<file path="config.mk">
export PLATFORM = sky130hd
export DESIGN_NAME = swc_top
export DESIGN_NICKNAME = d
export VERILOG_FILES = /design/src/hw/swc_sync.v /design/src/hw/swc_clkdiv.v /design/src/hw/swc_top.v
export VERILOG_INCLUDE_DIRS = /design/src /design/src/include
export SDC_FILE = /design/constraint.sdc
export NUM_CORES = 1
export LEC_CHECK = 0
export ABC_AREA = 1
export BUFFER_PORTS_ARGS = -buffer_cell sky130_fd_sc_hd__buf_2
export CAP_MARGIN = 20
export CORE_MARGIN = 4
export CORE_UTILIZATION = 30
export DETAILED_ROUTE_END_ITERATION = 7
export SLEW_MARGIN = 20
export SYNTH_ARGS = -nofsm -noshare
export SYNTH_HDL_FRONTEND = slang
export SYNTH_SLANG_ARGS = --single-unit
</file>
<file path="constraint.sdc">
create_clock -name clk -period 1.2 [get_ports clk]
set_clock_uncertainty 0.05 [all_clocks]
set_input_delay 0.12 -clock clk [delete_from_list [all_inputs] [get_ports clk]]
set_output_delay 0.12 -clock clk [all_outputs]
set_load 0.005 [all_outputs]
</file>
<file path="src/include/swc_map.vh">
// register map and constants for the stop/wait bus clock control block
`ifndef SWC_MAP_VH
`define SWC_MAP_VH
// avalon word addresses (byte offset / 4)
`define SWC_ADDR_W        2
`define SWC_ADDR_CTRL0    2'h0
`define SWC_ADDR_CTRL1    2'h1
`define SWC_ADDR_PROTECT  2'h2
`define SWC_ADDR_STATUS   2'h3
// control register 0 fields
`define SWC_C0_OUTSEL_LO  0
`define SWC_C0_OUTSEL_HI  1
`define SWC_C0_WPSTOP     2
`define SWC_C0_DIVSEL0    6
`define SWC_C0_SUBSEL     7
`define SWC_C0_RESET      8'h48
`define SWC_C0_MASK       8'hc7
// control register 1 fields
`define SWC_C1_STOP       0
`define SWC_C1_DIVSEL1_LO 6
`define SWC_C1_DIVSEL1_HI 7
`define SWC_C1_RESET      8'h20
`define SWC_C1_MASK       8'hc1
// protect register
`define SWC_PR_CLKWE      0
// clock output select codes
`define SWC_OUT_PORT      2'h0
`define SWC_OUT_SUB       2'h1
`define SWC_OUT_DIV8      2'h2
`define SWC_OUT_DIV32     2'h3
// division ratio codes
`define SWC_DSEL_1        2'h0
`define SWC_DSEL_2        2'h1
`define SWC_DSEL_4        2'h2
`define SWC_DSEL_16       2'h3
// divider half periods minus one, in main clock cycles
`define SWC_HALF_1        4'h0
`define SWC_HALF_2        4'h0
`define SWC_HALF_4        4'h1
`define SWC_HALF_8        4'h3
`define SWC_HALF_16       4'h7
`define SWC_SUB_HALF32    4'hf
`endif

</file>
<file path="src/hw/swc_sync.v">
// two flop synchroniser for one level
`timescale 1ns/10ps
`default_nettype none
module swc_sync (
  input  wire clk,
  input  wire nrst,
  input  wire din,
  output reg  dout
);
  reg stage1;
  always @(posedge clk) begin
    if (!nrst) begin
      stage1 <= 1'b0;
      dout   <= 1'b0;
    end else begin
      stage1 <= din;
      dout   <= stage1;
    end
  end
endmodule
`default_nettype wire

</file>
<file path="src/hw/swc_clkdiv.v">
// glitch free bus clock enable divider, ratio applied only at a falling transition
`timescale 1ns/10ps
`default_nettype none
`include "swc_map.vh"
module swc_clkdiv (
  input  wire       clk,
  input  wire       nrst,
  input  wire       run,
  input  wire       bypass,
  input  wire [3:0] half,
  output reg        level,
  output wire       rise
);
  reg [3:0] cnt;
  reg [3:0] cur_half;
  reg       cur_bypass;
  wire      wrap = (cnt == cur_half);
  // new ratio latched only at a falling transition, so no short pulses
  assign rise = run & wrap & ~level;
  always @(posedge clk) begin
    if (!nrst) begin
      cnt        <= 4'h0;
      level      <= 1'b0;
      cur_half   <= `SWC_HALF_8;
      cur_bypass <= 1'b0;
    end else if (run) begin
      if (wrap) begin
        cnt   <= 4'h0;
        level <= ~level;
        if (level) begin
          cur_half   <= half;
          cur_bypass <= bypass;
        end
      end else begin
        cnt <= cnt + 4'h1;
      end
    end
  end
endmodule
`default_nettype wire

</file>
<file path="src/hw/swc_top.v">
// stop and wait power modes with bus clock divider and pin hold logic
//
// Operation
// - writing one to the stop bit halts oscillators and enters stop mode
// - stop halts bus clock, peripheral, sub, converter clocks; converter, watchdog idle
// - in stop only external pulse timers and external clock serial units run
// - stop ends on reset or an enabled interrupt, then its routine runs
// - reset and stop entry from main clock modes force divide select 0 high
// - stop entry from sub clock modes keeps divide select 0 unchanged
// - stop with external bus holds buses, drives strobes and bus controls high
// - in stop, clock output goes high for sub clock, holds for main divisions
// - wait instruction halts bus clock and watchdog, oscillators keep running
// - with wait peripheral stop bit set, wait also gates peripheral clocks
// - wait ends on reset or interrupt; same bus clock source resumes
// - in wait, bus pins and ports hold, strobes and controls driven high
// - in wait, sub clock output runs; main outputs freeze if stop bit set
// - after reset bus clock is main clock divided by eight
// - division modes give bus clock of main divided by two, four or sixteen
// - two bit divide field applies only while divide select 0 is zero
// - clock register writes take effect only while protect enable bit is one
`timescale 1ns/10ps
`default_nettype none
`include "swc_map.vh"
module swc_top (
  input  wire                   clk,
  input  wire                   nrst,
  // avalon-mm slave
  input  wire [`SWC_ADDR_W-1:0] avs_address,
  input  wire                   avs_read,
  input  wire                   avs_write,
  input  wire [31:0]            avs_writedata,
  input  wire [3:0]             avs_byteenable,
  output reg  [31:0]            avs_readdata,
  output wire                   avs_waitrequest,
  // cpu side events
  input  wire                   wait_exec,
  input  wire                   irq_pending,
  input  wire                   irq_enabled,
  input  wire                   sub_clock_in,
  input  wire                   single_chip,
  input  wire                   ext_count_timer,
  input  wire                   ext_clock_serial,
  // bus pin values in normal operation
  input  wire                   bus_read_strobe_in,
  input  wire                   write_strobe_low_in,
  input  wire                   write_strobe_high_in,
  input  wire                   hold_acknowledge_in,
  input  wire                   addr_latch_in,
  input  wire [7:0]             port_in,
  // clocks and enables produced
  output wire                   bus_clock,
  output wire                   bus_clock_rise,
  output wire                   periph_clock_en,
  output wire                   main_clock_div8,
  output wire                   main_clock_div32,
  output wire                   sub_clock,
  output wire                   sub_clock_div32,
  output wire                   converter_clock_en,
  output wire                   watchdog_en,
  output wire                   timer_ext_en,
  output wire                   serial_ext_en,
  output wire                   osc_enable,
  output wire                   isr_start,
  // pins
  output reg                    bus_read_strobe,
  output reg                    write_strobe_low,
  output reg                    write_strobe_high,
  output reg                    hold_acknowledge,
  output reg                    bus_clock_pin,
  output reg                    addr_latch,
  output reg  [7:0]             port_out,
  output reg                    clock_output_pin,
  output wire                   stop_mode,
  output wire                   wait_mode
);

////////////////////////////////////////////////////////////////////////////////
// mode machine
localparam [2:0] ST_RUN  = 3'b001;
localparam [2:0] ST_WAIT = 3'b010;
localparam [2:0] ST_STOP = 3'b100;

reg  [2:0] state;
reg  [2:0] next_state;
reg  [7:0] ctrl0;
reg  [7:0] ctrl1;
reg        protect_we;
reg        wake_pulse;
wire       sub_sync;
wire       irq_sync;
wire       irqen_sync;

swc_sync u_sync_sub (
  .clk  (clk),
  .nrst (nrst),
  .din  (sub_clock_in),
  .dout (sub_sync)
);

swc_sync u_sync_irq (
  .clk  (clk),
  .nrst (nrst),
  .din  (irq_pending),
  .dout (irq_sync)
);

swc_sync u_sync_irqen (
  .clk  (clk),
  .nrst (nrst),
  .din  (irq_enabled),
  .dout (irqen_sync)
);

wire in_stop = state[2];
wire in_wait = state[1];
assign stop_mode = in_stop;
assign wait_mode = in_wait;

wire [7:0] be_byte = avs_writedata[7:0];
wire       wr_ok   = avs_write & avs_byteenable[0] & protect_we;
wire       stop_req = wr_ok & (avs_address == `SWC_ADDR_CTRL1)
                      & be_byte[`SWC_C1_STOP];

always @* begin
  next_state = state;
  case (state)
    ST_RUN: begin
      if (stop_req)
        next_state = ST_STOP;
      else if (wait_exec)
        next_state = ST_WAIT;
    end
    ST_WAIT: begin
      if (irq_sync)
        next_state = ST_RUN;
    end
    ST_STOP: begin
      if (irq_sync & irqen_sync)
        next_state = ST_RUN;
    end
    default: next_state = ST_RUN;
  endcase
end

// sub clock selected means low-speed or low power mode
wire sub_mode = ctrl0[`SWC_C0_SUBSEL];

always @(posedge clk) begin
  if (!nrst) begin
    state      <= ST_RUN;
    ctrl0      <= `SWC_C0_RESET;
    ctrl1      <= `SWC_C1_RESET;
    protect_we <= 1'b0;
    wake_pulse <= 1'b0;
  end else begin
    state      <= next_state;
    wake_pulse <= (in_stop | in_wait) & (next_state == ST_RUN);
    if (avs_write & avs_byteenable[0] & (avs_address == `SWC_ADDR_PROTECT))
      protect_we <= be_byte[`SWC_PR_CLKWE];
    if (wr_ok & (avs_address == `SWC_ADDR_CTRL0))
      ctrl0 <= be_byte & `SWC_C0_MASK;
    if (stop_req) begin
      ctrl1 <= (be_byte & `SWC_C1_MASK);
      if (!sub_mode)
        ctrl0[`SWC_C0_DIVSEL0] <= 1'b1;
      // sub clock modes leave the bit alone
    end else if (wr_ok & (avs_address == `SWC_ADDR_CTRL1)) begin
      ctrl1 <= be_byte & `SWC_C1_MASK;
    end
    // the stop bit reads back clear once the device has woken
    if (in_stop & (next_state == ST_RUN))
      ctrl1[`SWC_C1_STOP] <= 1'b0;
  end
end
assign isr_start = wake_pulse;

////////////////////////////////////////////////////////////////////////////////
// avalon slave: one wait state on reads, writes take no wait
reg rd_done;
always @(posedge clk) begin
  if (!nrst)
    rd_done <= 1'b0;
  else
    rd_done <= avs_read & ~rd_done;
end
assign avs_waitrequest = avs_read & ~rd_done;

always @(posedge clk) begin
  if (!nrst) begin
    avs_readdata <= 32'h0000_0000;
  end else if (avs_read & ~rd_done) begin
    case (avs_address)
      `SWC_ADDR_CTRL0:   avs_readdata <= {24'h00_0000, ctrl0};
      `SWC_ADDR_CTRL1:   avs_readdata <= {24'h00_0000, ctrl1};
      `SWC_ADDR_PROTECT: avs_readdata <= {31'h0000_0000, protect_we};
      `SWC_ADDR_STATUS:  avs_readdata <= {29'h0000_0000, state};
      default:           avs_readdata <= 32'h0000_0000;
    endcase
  end
end

////////////////////////////////////////////////////////////////////////////////
// bus clock divider
function [3:0] half_of;
  input       div0;
  input [1:0] dsel;
  begin
    if (div0)
      half_of = `SWC_HALF_8;
    else begin
      case (dsel)
        `SWC_DSEL_1:  half_of = `SWC_HALF_1;
        `SWC_DSEL_2:  half_of = `SWC_HALF_2;
        `SWC_DSEL_4:  half_of = `SWC_HALF_4;
        `SWC_DSEL_16: half_of = `SWC_HALF_16;
        default:      half_of = `SWC_HALF_8;
      endcase
    end
  end
endfunction

wire [1:0] dsel = {ctrl1[`SWC_C1_DIVSEL1_HI], ctrl1[`SWC_C1_DIVSEL1_LO]};
wire       nodiv = ~ctrl0[`SWC_C0_DIVSEL0] & (dsel == `SWC_DSEL_1);
wire       div_level;
wire       div_rise;
wire       bus_run = state[0];

swc_clkdiv u_div (
  .clk    (clk),
  .nrst   (nrst),
  .run    (bus_run & ~nodiv),
  .bypass (nodiv),
  .half   (half_of(ctrl0[`SWC_C0_DIVSEL0], dsel)),
  .level  (div_level),
  .rise   (div_rise)
);

// sub clock edge after synchroniser
reg sub_prev;
always @(posedge clk) begin
  if (!nrst)
    sub_prev <= 1'b0;
  else
    sub_prev <= sub_sync;
end
wire sub_rise = sub_sync & ~sub_prev;

// source switches happen when both clocks are low, which avoids short pulses
reg src_sub;
always @(posedge clk) begin
  if (!nrst)
    src_sub <= 1'b0;
  else if (~div_level & ~sub_sync)
    src_sub <= sub_mode;
end

// no-division runs the enable every cycle; bus clock then holds the stopped divider level
assign bus_clock_rise = bus_run & (src_sub ? sub_rise : (nodiv ? 1'b1 : div_rise));
assign bus_clock      = src_sub ? (sub_sync & bus_run) : (div_level & bus_run);

////////////////////////////////////////////////////////////////////////////////
// peripheral clocks
reg [4:0] main_cnt;
reg [4:0] sub_cnt;
wire      osc_on  = ~in_stop;
wire      per_run = osc_on & ~(in_wait & ctrl0[`SWC_C0_WPSTOP]);
always @(posedge clk) begin
  if (!nrst) begin
    main_cnt <= 5'h00;
    sub_cnt  <= 5'h00;
  end else begin
    if (per_run)
      main_cnt <= main_cnt + 5'h01;
    if (osc_on & sub_rise)
      sub_cnt <= sub_cnt + 5'h01; // sub div32 is not gated by the wait bit
  end
end
assign main_clock_div8    = main_cnt[2];
assign main_clock_div32   = main_cnt[4];
assign sub_clock          = sub_sync & osc_on;
assign sub_clock_div32    = sub_cnt[4];
assign periph_clock_en    = per_run;
assign converter_clock_en = per_run;
assign watchdog_en        = state[0];
assign osc_enable         = osc_on;
assign timer_ext_en       = ext_count_timer | ~in_stop;
assign serial_ext_en      = ext_clock_serial | ~in_stop;

////////////////////////////////////////////////////////////////////////////////
// pins
wire       idle    = in_stop | in_wait;
wire [1:0] out_sel = {ctrl0[`SWC_C0_OUTSEL_HI], ctrl0[`SWC_C0_OUTSEL_LO]};
reg        next_clock_output_pin;
always @* begin
  case (out_sel)
    `SWC_OUT_SUB: next_clock_output_pin = in_stop ? 1'b1 : sub_sync;
    `SWC_OUT_DIV8: next_clock_output_pin = (in_stop | ~per_run) ? clock_output_pin
                                 : main_clock_div8;
    `SWC_OUT_DIV32: next_clock_output_pin = (in_stop | ~per_run) ? clock_output_pin
                                  : main_clock_div32;
    default: next_clock_output_pin = idle ? clock_output_pin : port_in[7];
  endcase
end

always @(posedge clk) begin
  if (!nrst) begin
    bus_read_strobe   <= 1'b1;
    write_strobe_low  <= 1'b1;
    write_strobe_high <= 1'b1;
    hold_acknowledge  <= 1'b1;
    bus_clock_pin     <= 1'b1;
    addr_latch        <= 1'b1;
    port_out          <= 8'h00;
    clock_output_pin  <= 1'b0;
  end else begin
    if (idle) begin
      bus_read_strobe   <= 1'b1;
      write_strobe_low  <= 1'b1;
      write_strobe_high <= 1'b1;
      hold_acknowledge  <= 1'b1;
      bus_clock_pin     <= 1'b1;
      addr_latch        <= 1'b1;
      // ports and address lines simply hold
    end else begin
      bus_read_strobe   <= bus_read_strobe_in;
      write_strobe_low  <= write_strobe_low_in;
      write_strobe_high <= write_strobe_high_in;
      hold_acknowledge  <= hold_acknowledge_in;
      bus_clock_pin     <= bus_clock;
      addr_latch        <= addr_latch_in;
      port_out          <= port_in;
    end
    if (single_chip)
      clock_output_pin <= next_clock_output_pin;
  end
end

endmodule
`default_nettype wire

</file>
# Yosys cells after proc, flatten, opt, wreduce, memory -nomap -nowiden
# Index checks and enable logic that the tools add are counted.
[totals]
input_bits = 62
word_cells = 118
regBits = 90
[classes]
add_sub_neg = 3
n_mux = 22
n_reduce_logical = 9
bitwise_logic = 37
eq_ne = 17
[ops]
columns = ["cell", "count"]
rows = [
  ["$pmux W32 S4", 1],
  ["$and A1 B1 Y1", 23],
  ["$mux W8", 2],
  ["$eq A2 B2 Y1 const B", 6],
  ["$mux W3", 4],
  ["$pmux W4 S3", 1],
  ["$add A5 B1 Y5 const B", 2],
  ["$not A1 Y1", 10],
  ["$mux W1", 9],
  ["$pmux W3 S3", 1],
  ["$mux W4", 2],
  ["$mux W7", 1],
  ["$eq A2 B1 Y1 const B", 3],
  ["$eq A3 B1 Y1 const B", 2],
  ["$reduce_or A2 Y1", 3],
  ["$add A4 B1 Y4 const B", 1],
  ["$eq A4 B4 Y1", 1],
  ["$logic_not A2 Y1", 2],
  ["$ne A2 B2 Y1 const B", 2],
  ["$ne A4 B1 Y1 const B", 1],
  ["$or A1 B1 Y1", 4],
  ["$reduce_and A4 Y1", 1],
  ["$eq A3 B2 Y1 const B", 1],
  ["$eq A3 B3 Y1 const B", 1],
  ["other kinds (4)", 4],
]

# Depth between registers and ports, before layout
[logic_depth]
ltp_word = 9
ltp_mapped = 8
mapped_depth_nobuf = 8

# Modules after synthesis
# Synthesis repeated with hierarchy kept, for this count alone.
[hier_totals]
cells_unflattened = 405
hier_area_um2 = 3029.2
[by_module_without_submodules]
columns = ["mod", "area_each_um2", "seq_area_each_um2", "cells_each", "n_inst"]
rows = [
  ["swc_top", 2352.3, 1001.0, 312, 1],
  ["swc_clkdiv", 511.7, 180.2, 75, 1],
  ["swc_sync", 55.1, 40.0, 6, 3],
]

# Worst setup path before layout
# No wires, ideal clock.
[synth_timing]
path_kind = "register -> register"
startpoint = "register ctrl0[0]"
endpoint = "register clock_output_pin"
arrival_time_ns = 1.071
path_stages_with_launch = 9
required_time_ns = 1.039
path_buffers = 0
path_slack_ns = -0.032
setup_time_ns = 0.111
cell_sequence = "dfxtp_1 > inv_1 > ha_1 > nor2_1 > a21boi_2 > o21ai_2 > nand2_1 > nand2_1 > nor2_1"
[synth_between]
elab_chain_cells = 3
word_cells_on_any_way = 8
cone_classes = "eq/ne: 6; mux: 1; reduce/logical: 1"
[synth_lines]
columns = ["item", "line_no", "rtl"]
rows = [
  ["from (decl)", "swc_top.v:85", "reg [7:0] ctrl0;"],
  ["from (signal assigned)", "swc_top.v:151", "ctrl0 <= `SWC_C0_RESET;"],
  ["from (signal assigned)", "swc_top.v:161", "ctrl0 <= be_byte & `SWC_C0_MASK;"],
  ["$eq A2 B2 Y1 / $eq A2 B1 Y1 (equally long branches)", "swc_top.v:295", "case (out_sel)"],
  ["$ne A4 B1 Y1 (no source line) / $ne A2 B2 Y1 (equally long branches)", "-", ""],
  ["$reduce_and A4 Y1 (no source line)", "-", ""],
  ["to (signal assigned)", "swc_top.v:334", "clock_output_pin <= next_clock_output_pin;"],
  ["to (decl)", "swc_top.v:72", "output reg clock_output_pin,"],
]
# Parallel ways exist; a longest one is shown, timed or not.
# A chain may end at the register's enable or synchronous reset.

# Worst setup path in the final report
[layout_timing]
startpoint = "register u_div.cnt[1]"
endpoint = "output bus_clock_rise"
[layout_between]
elab_chain_cells = 6
[layout_lines]
columns = ["item", "line_no", "rtl"]
rows = [
  ["from (decl)", "swc_clkdiv.v:14", "reg [3:0] cnt;"],
  ["from (signal assigned)", "swc_clkdiv.v:35", "cnt <= cnt + 4'h1;"],
  ["$eq A4 B4 Y1", "swc_clkdiv.v:17", "wire wrap = (cnt == cur_half);"],
  ["$and A1 B1 Y1 (2 in series)", "swc_clkdiv.v:19", "assign rise = run & wrap & ~level;"],
  ["$mux W1 (2 in series)", "swc_top.v:258", "assign bus_clock_rise = bus_run & (src_sub ? sub_rise : (nodiv ? 1'b1 : div_rise));"],
  ["$and A1 B1 Y1", "swc_top.v:258", ""],
  ["to (decl)", "swc_top.v:52", "output wire bus_clock_rise,"],
]
# Every way passes these cells.

==> impl_metrics.csv <==
group,metric,value,unit
clock_network,path_clk_slew,70,ps
setup_path,max_stage_delay,370,ps
global_route,grt_max_degree,32,
setup_path,path_buf_inv,2,
power_and_ir_drop,power_density,1150,nW/µm²
routing,drt-total-wl,8050,µm
routing,final_antenna_net_count,0,
synth,synth_area,2950,µm²
clock_network,tritoncts,"built",
run_status,violations,"negative setup slack",
power_and_ir_drop,finalPower,5.34,mW
placement,gp_congestion,0.806,
global_route,globalRouteTotalUtil,14.0,%
sta,whs,17.8,ps
clock_network,clk_latency,330,ps
clock_network,cts_max_level,3,
cells_and_area,utilization,49.3,%
setup_path,cp_slowest_cell,"dfxtp_4",
synth,synth_edf_count,0,
setup_path,end_kind,"primary output",
setup_path,cp.depth,7,
die,die_area,11500,µm²
setup_path,startpoint_type,"flop",
die,die_h,107,µm
cells_and_area,n_fill_cell,893,
die,core_area,9420,µm²
routing,drc_errors,0,
routing,drt_pass1_iterations,4,
cells_and_area,final_cell_mix,"70 x nand2_1, 62 x buf_2, 47 x dfxtp_1",
sta,period_minus_slack,1550,ps
synth,ys_ff_latch,64,
cells_and_area,drive_above_1_share,46.0,%
synth,synth_cell_types,38,
cells_and_area,areaGrowthSynthToFinish,57.3,%
clock_network,cts.sinks,64,
clock_network,cts-root-buf,"clkbuf_8",
synth,ys_async_sr_fraction,0,%
setup_path,rr_worst_depth,7,
setup_path,crit_top_cell,"nand3_2",
global_route,grt_pass1_wl,13100,µm
synth,synth_area_per_cell,7.53,µm²
die,rows,35,
sta,fin_crit_sh,129,%
global_route,grt_pass1_vias,2966,
die,io_pins,125,
setup_path,rrSetupSlack,-110,ps
synth,synth_top_area_cell,"dfxtp_1",
setup_path,critPathLaunch,"u_div.cnt[1]",
routing,vias,2966,
setup_path,r2r_end,"sub_cnt[4]",
clock_network,clock_path_buffers,2,
synth,synth_cells,392,
routing,drtIter0Drc,115,
synth,synth_top_cell_area_share,43.4,%
synth,dominantRegCellSynth,"dfxtp_1",
setup_path,cp_cell_sequence,"inv_2, nand2_2, nand3_2, nor2_4, nand3_2, a21oi_2, buf_2",
cells_and_area,final_common_cell,"nand2_1",
hold_path,worstHoldPathType,"input pin to flop",
cells_and_area,antenna_cells,0,
sta,final_hold_viol_count,0,
routing,wl_per_cell,11.9,µm
global_route,antenna_found_initial,0,
job,maxCapViolCount,0,
setup_path,worstPathRequired,1030,ps
routing,avgViaCountPerCell,4.38,
cells_and_area,fin_nets,612,
synth,synth_area_leaders,"dfxtp_1 43%, nand2_1 11%, buf_4 7.1%",
run_status,status,"finished, violations left",
setup_path,rr_startpoint,"state[2]",
sta,rsz0062_at_grt,"true",
die,die_w,107,µm
power_and_ir_drop,vdd_drop_max,0.000643,V
setup_path,worstPathMaxFanout,4,
placement,post-place-cells,624,
global_route,overflow,0,
cells_and_area,stdcell_count,677,
setup_path,crit_type,"flop to primary output",
placement,port_buffers,69,
die,start_util,31.4,%
setup_path,cp-endpoint,"bus_clock_rise",
setup_path,critPathTopFamily,"simple AND/OR/NAND/NOR gates",
power_and_ir_drop,power_leakage,2.21,nW
sta,setup_viol,29,
clock_network,cts_buffers,9,
setup_path,worstPathArrival,1380,ps
synth,yosysWarnings,0,
synth,yosysSeqAreaShare,43.4,%
sta,finalMaxSlewViolations,0,
sta,fmax,644,MHz
placement,dp_hpwl,5570,µm
sta,fin_ws,-353,ps
==> flip-flops by register name (all words and copies together) (netlist names), 3 cells and up <==
register,cells
u_div.cur_half,3
sub_cnt,5
state,3
ctrl0,6
u_div.cnt,4
port_out,8
main_cnt,5
ctrl1,4
avs_readdata,7
==> final cells by class <==
class                      instances  area (µm²)  share of cell area [%]
timing repair buffer             151        1140                    24.5
sequential                        64        1310                    28.2
clock buffer                      10         138                    2.96
inverter                          47         195                    4.20
multi-input combinational        270        1620                    34.9
clock inverter                     6        82.6                    1.78
tap                              129         161                    3.48
==> worst reg2reg max path: cells and delay by family (launching register included) <==
family,cells,cell delay (ps)
and+or+nand+nor,5,570
buffers and inverters,2,210
DFF,1,390
==> cell families (layout without fill, tap and decap cells) <==
logic type                 after synthesis  in the layout  synth area share (%)
xor gates and xnor gates                 3              3                 0.890
buffers and inverters                   82            214                  14.7
AOI/OAI and AO/OA                       59             59                  11.4
adders and majority gates                7              7                  2.97
other                                    1             25                 0.127
and+or+nand+nor                        176            176                  26.6
DFF                                     64             64                  43.4
==> worst min-delay path by stage <==
| stage | from | slack, ps | cells past startpoint | end |
|---|---|---|---|---|
| after floorplan | irq_pending | 170 | 2 | u_sync_irq.stage1 |
| after global placement | bus_read_strobe_in | 250 | 2 | bus_read_strobe |
| after detailed placement | hold_acknowledge_in | 250 | 2 | hold_acknowledge |
| after CTS | avs_writedata[6] | 10 | 3 | ctrl0[6] |
| after global routing | avs_writedata[6] | 20 | 3 | ctrl0[6] |
| final | avs_writedata[2] | 20 | 3 | ctrl0[2] |
==> through the flow <==
step           cell area, µm²  setup TNS, ps  setup WS [ps]
2_1_floorplan            3050          -7.63          -7.63
3_3_place_gp             3650           -256           -103
3_5_place_dp             3650           -569           -120
4_1_cts                  4410          -1580           -400
5_1_grt                  4640          -5010           -469
6_report                 4640          -1850           -353
==> power breakdown <==
part | leakage, nW | internal (mW) | switching (mW)
clock network | 0.112 | 1.22 | 0.859
registers | 0.529 | 2.23 | 0.0747
logic | 1.57 | 0.482 | 0.480
==> what timing repair did <==
action	CTS	global route
hold endpoints to repair	17	0
pin swaps	20	21
endpoints found under the setup margin	28	57
gates resized for setup	77	70
buffers inserted	19	8
hold buffers	17	0
==> layer usage <==
metal | up-vias | global-route usage, % | routed length, µm
met4 | 0 | 5.21 | 145
met3 | 18 | 4.46 | 397
li1 | 1506 | - | -
met2 | 72 | 23.9 | 4010
met1 | 1370 | 16.4 | 3500
met5 | - | 0 | 0
==> cells in the mapped netlist, types with 2 or more instances <==
master and count:
or2_2 2, clkbuf_1 4, a21oi_1 27, ha_1 7
or2_1 5, nand4_1 6, inv_2 2, inv_1 44
o21ai_0 23, dfxtp_1 64, buf_4 28, nand3_1 29
nor3_1 6, xor2_1 2, nor2_1 35, nand2_1 86
No activity file was read; power rests on OpenSTA's default activity.
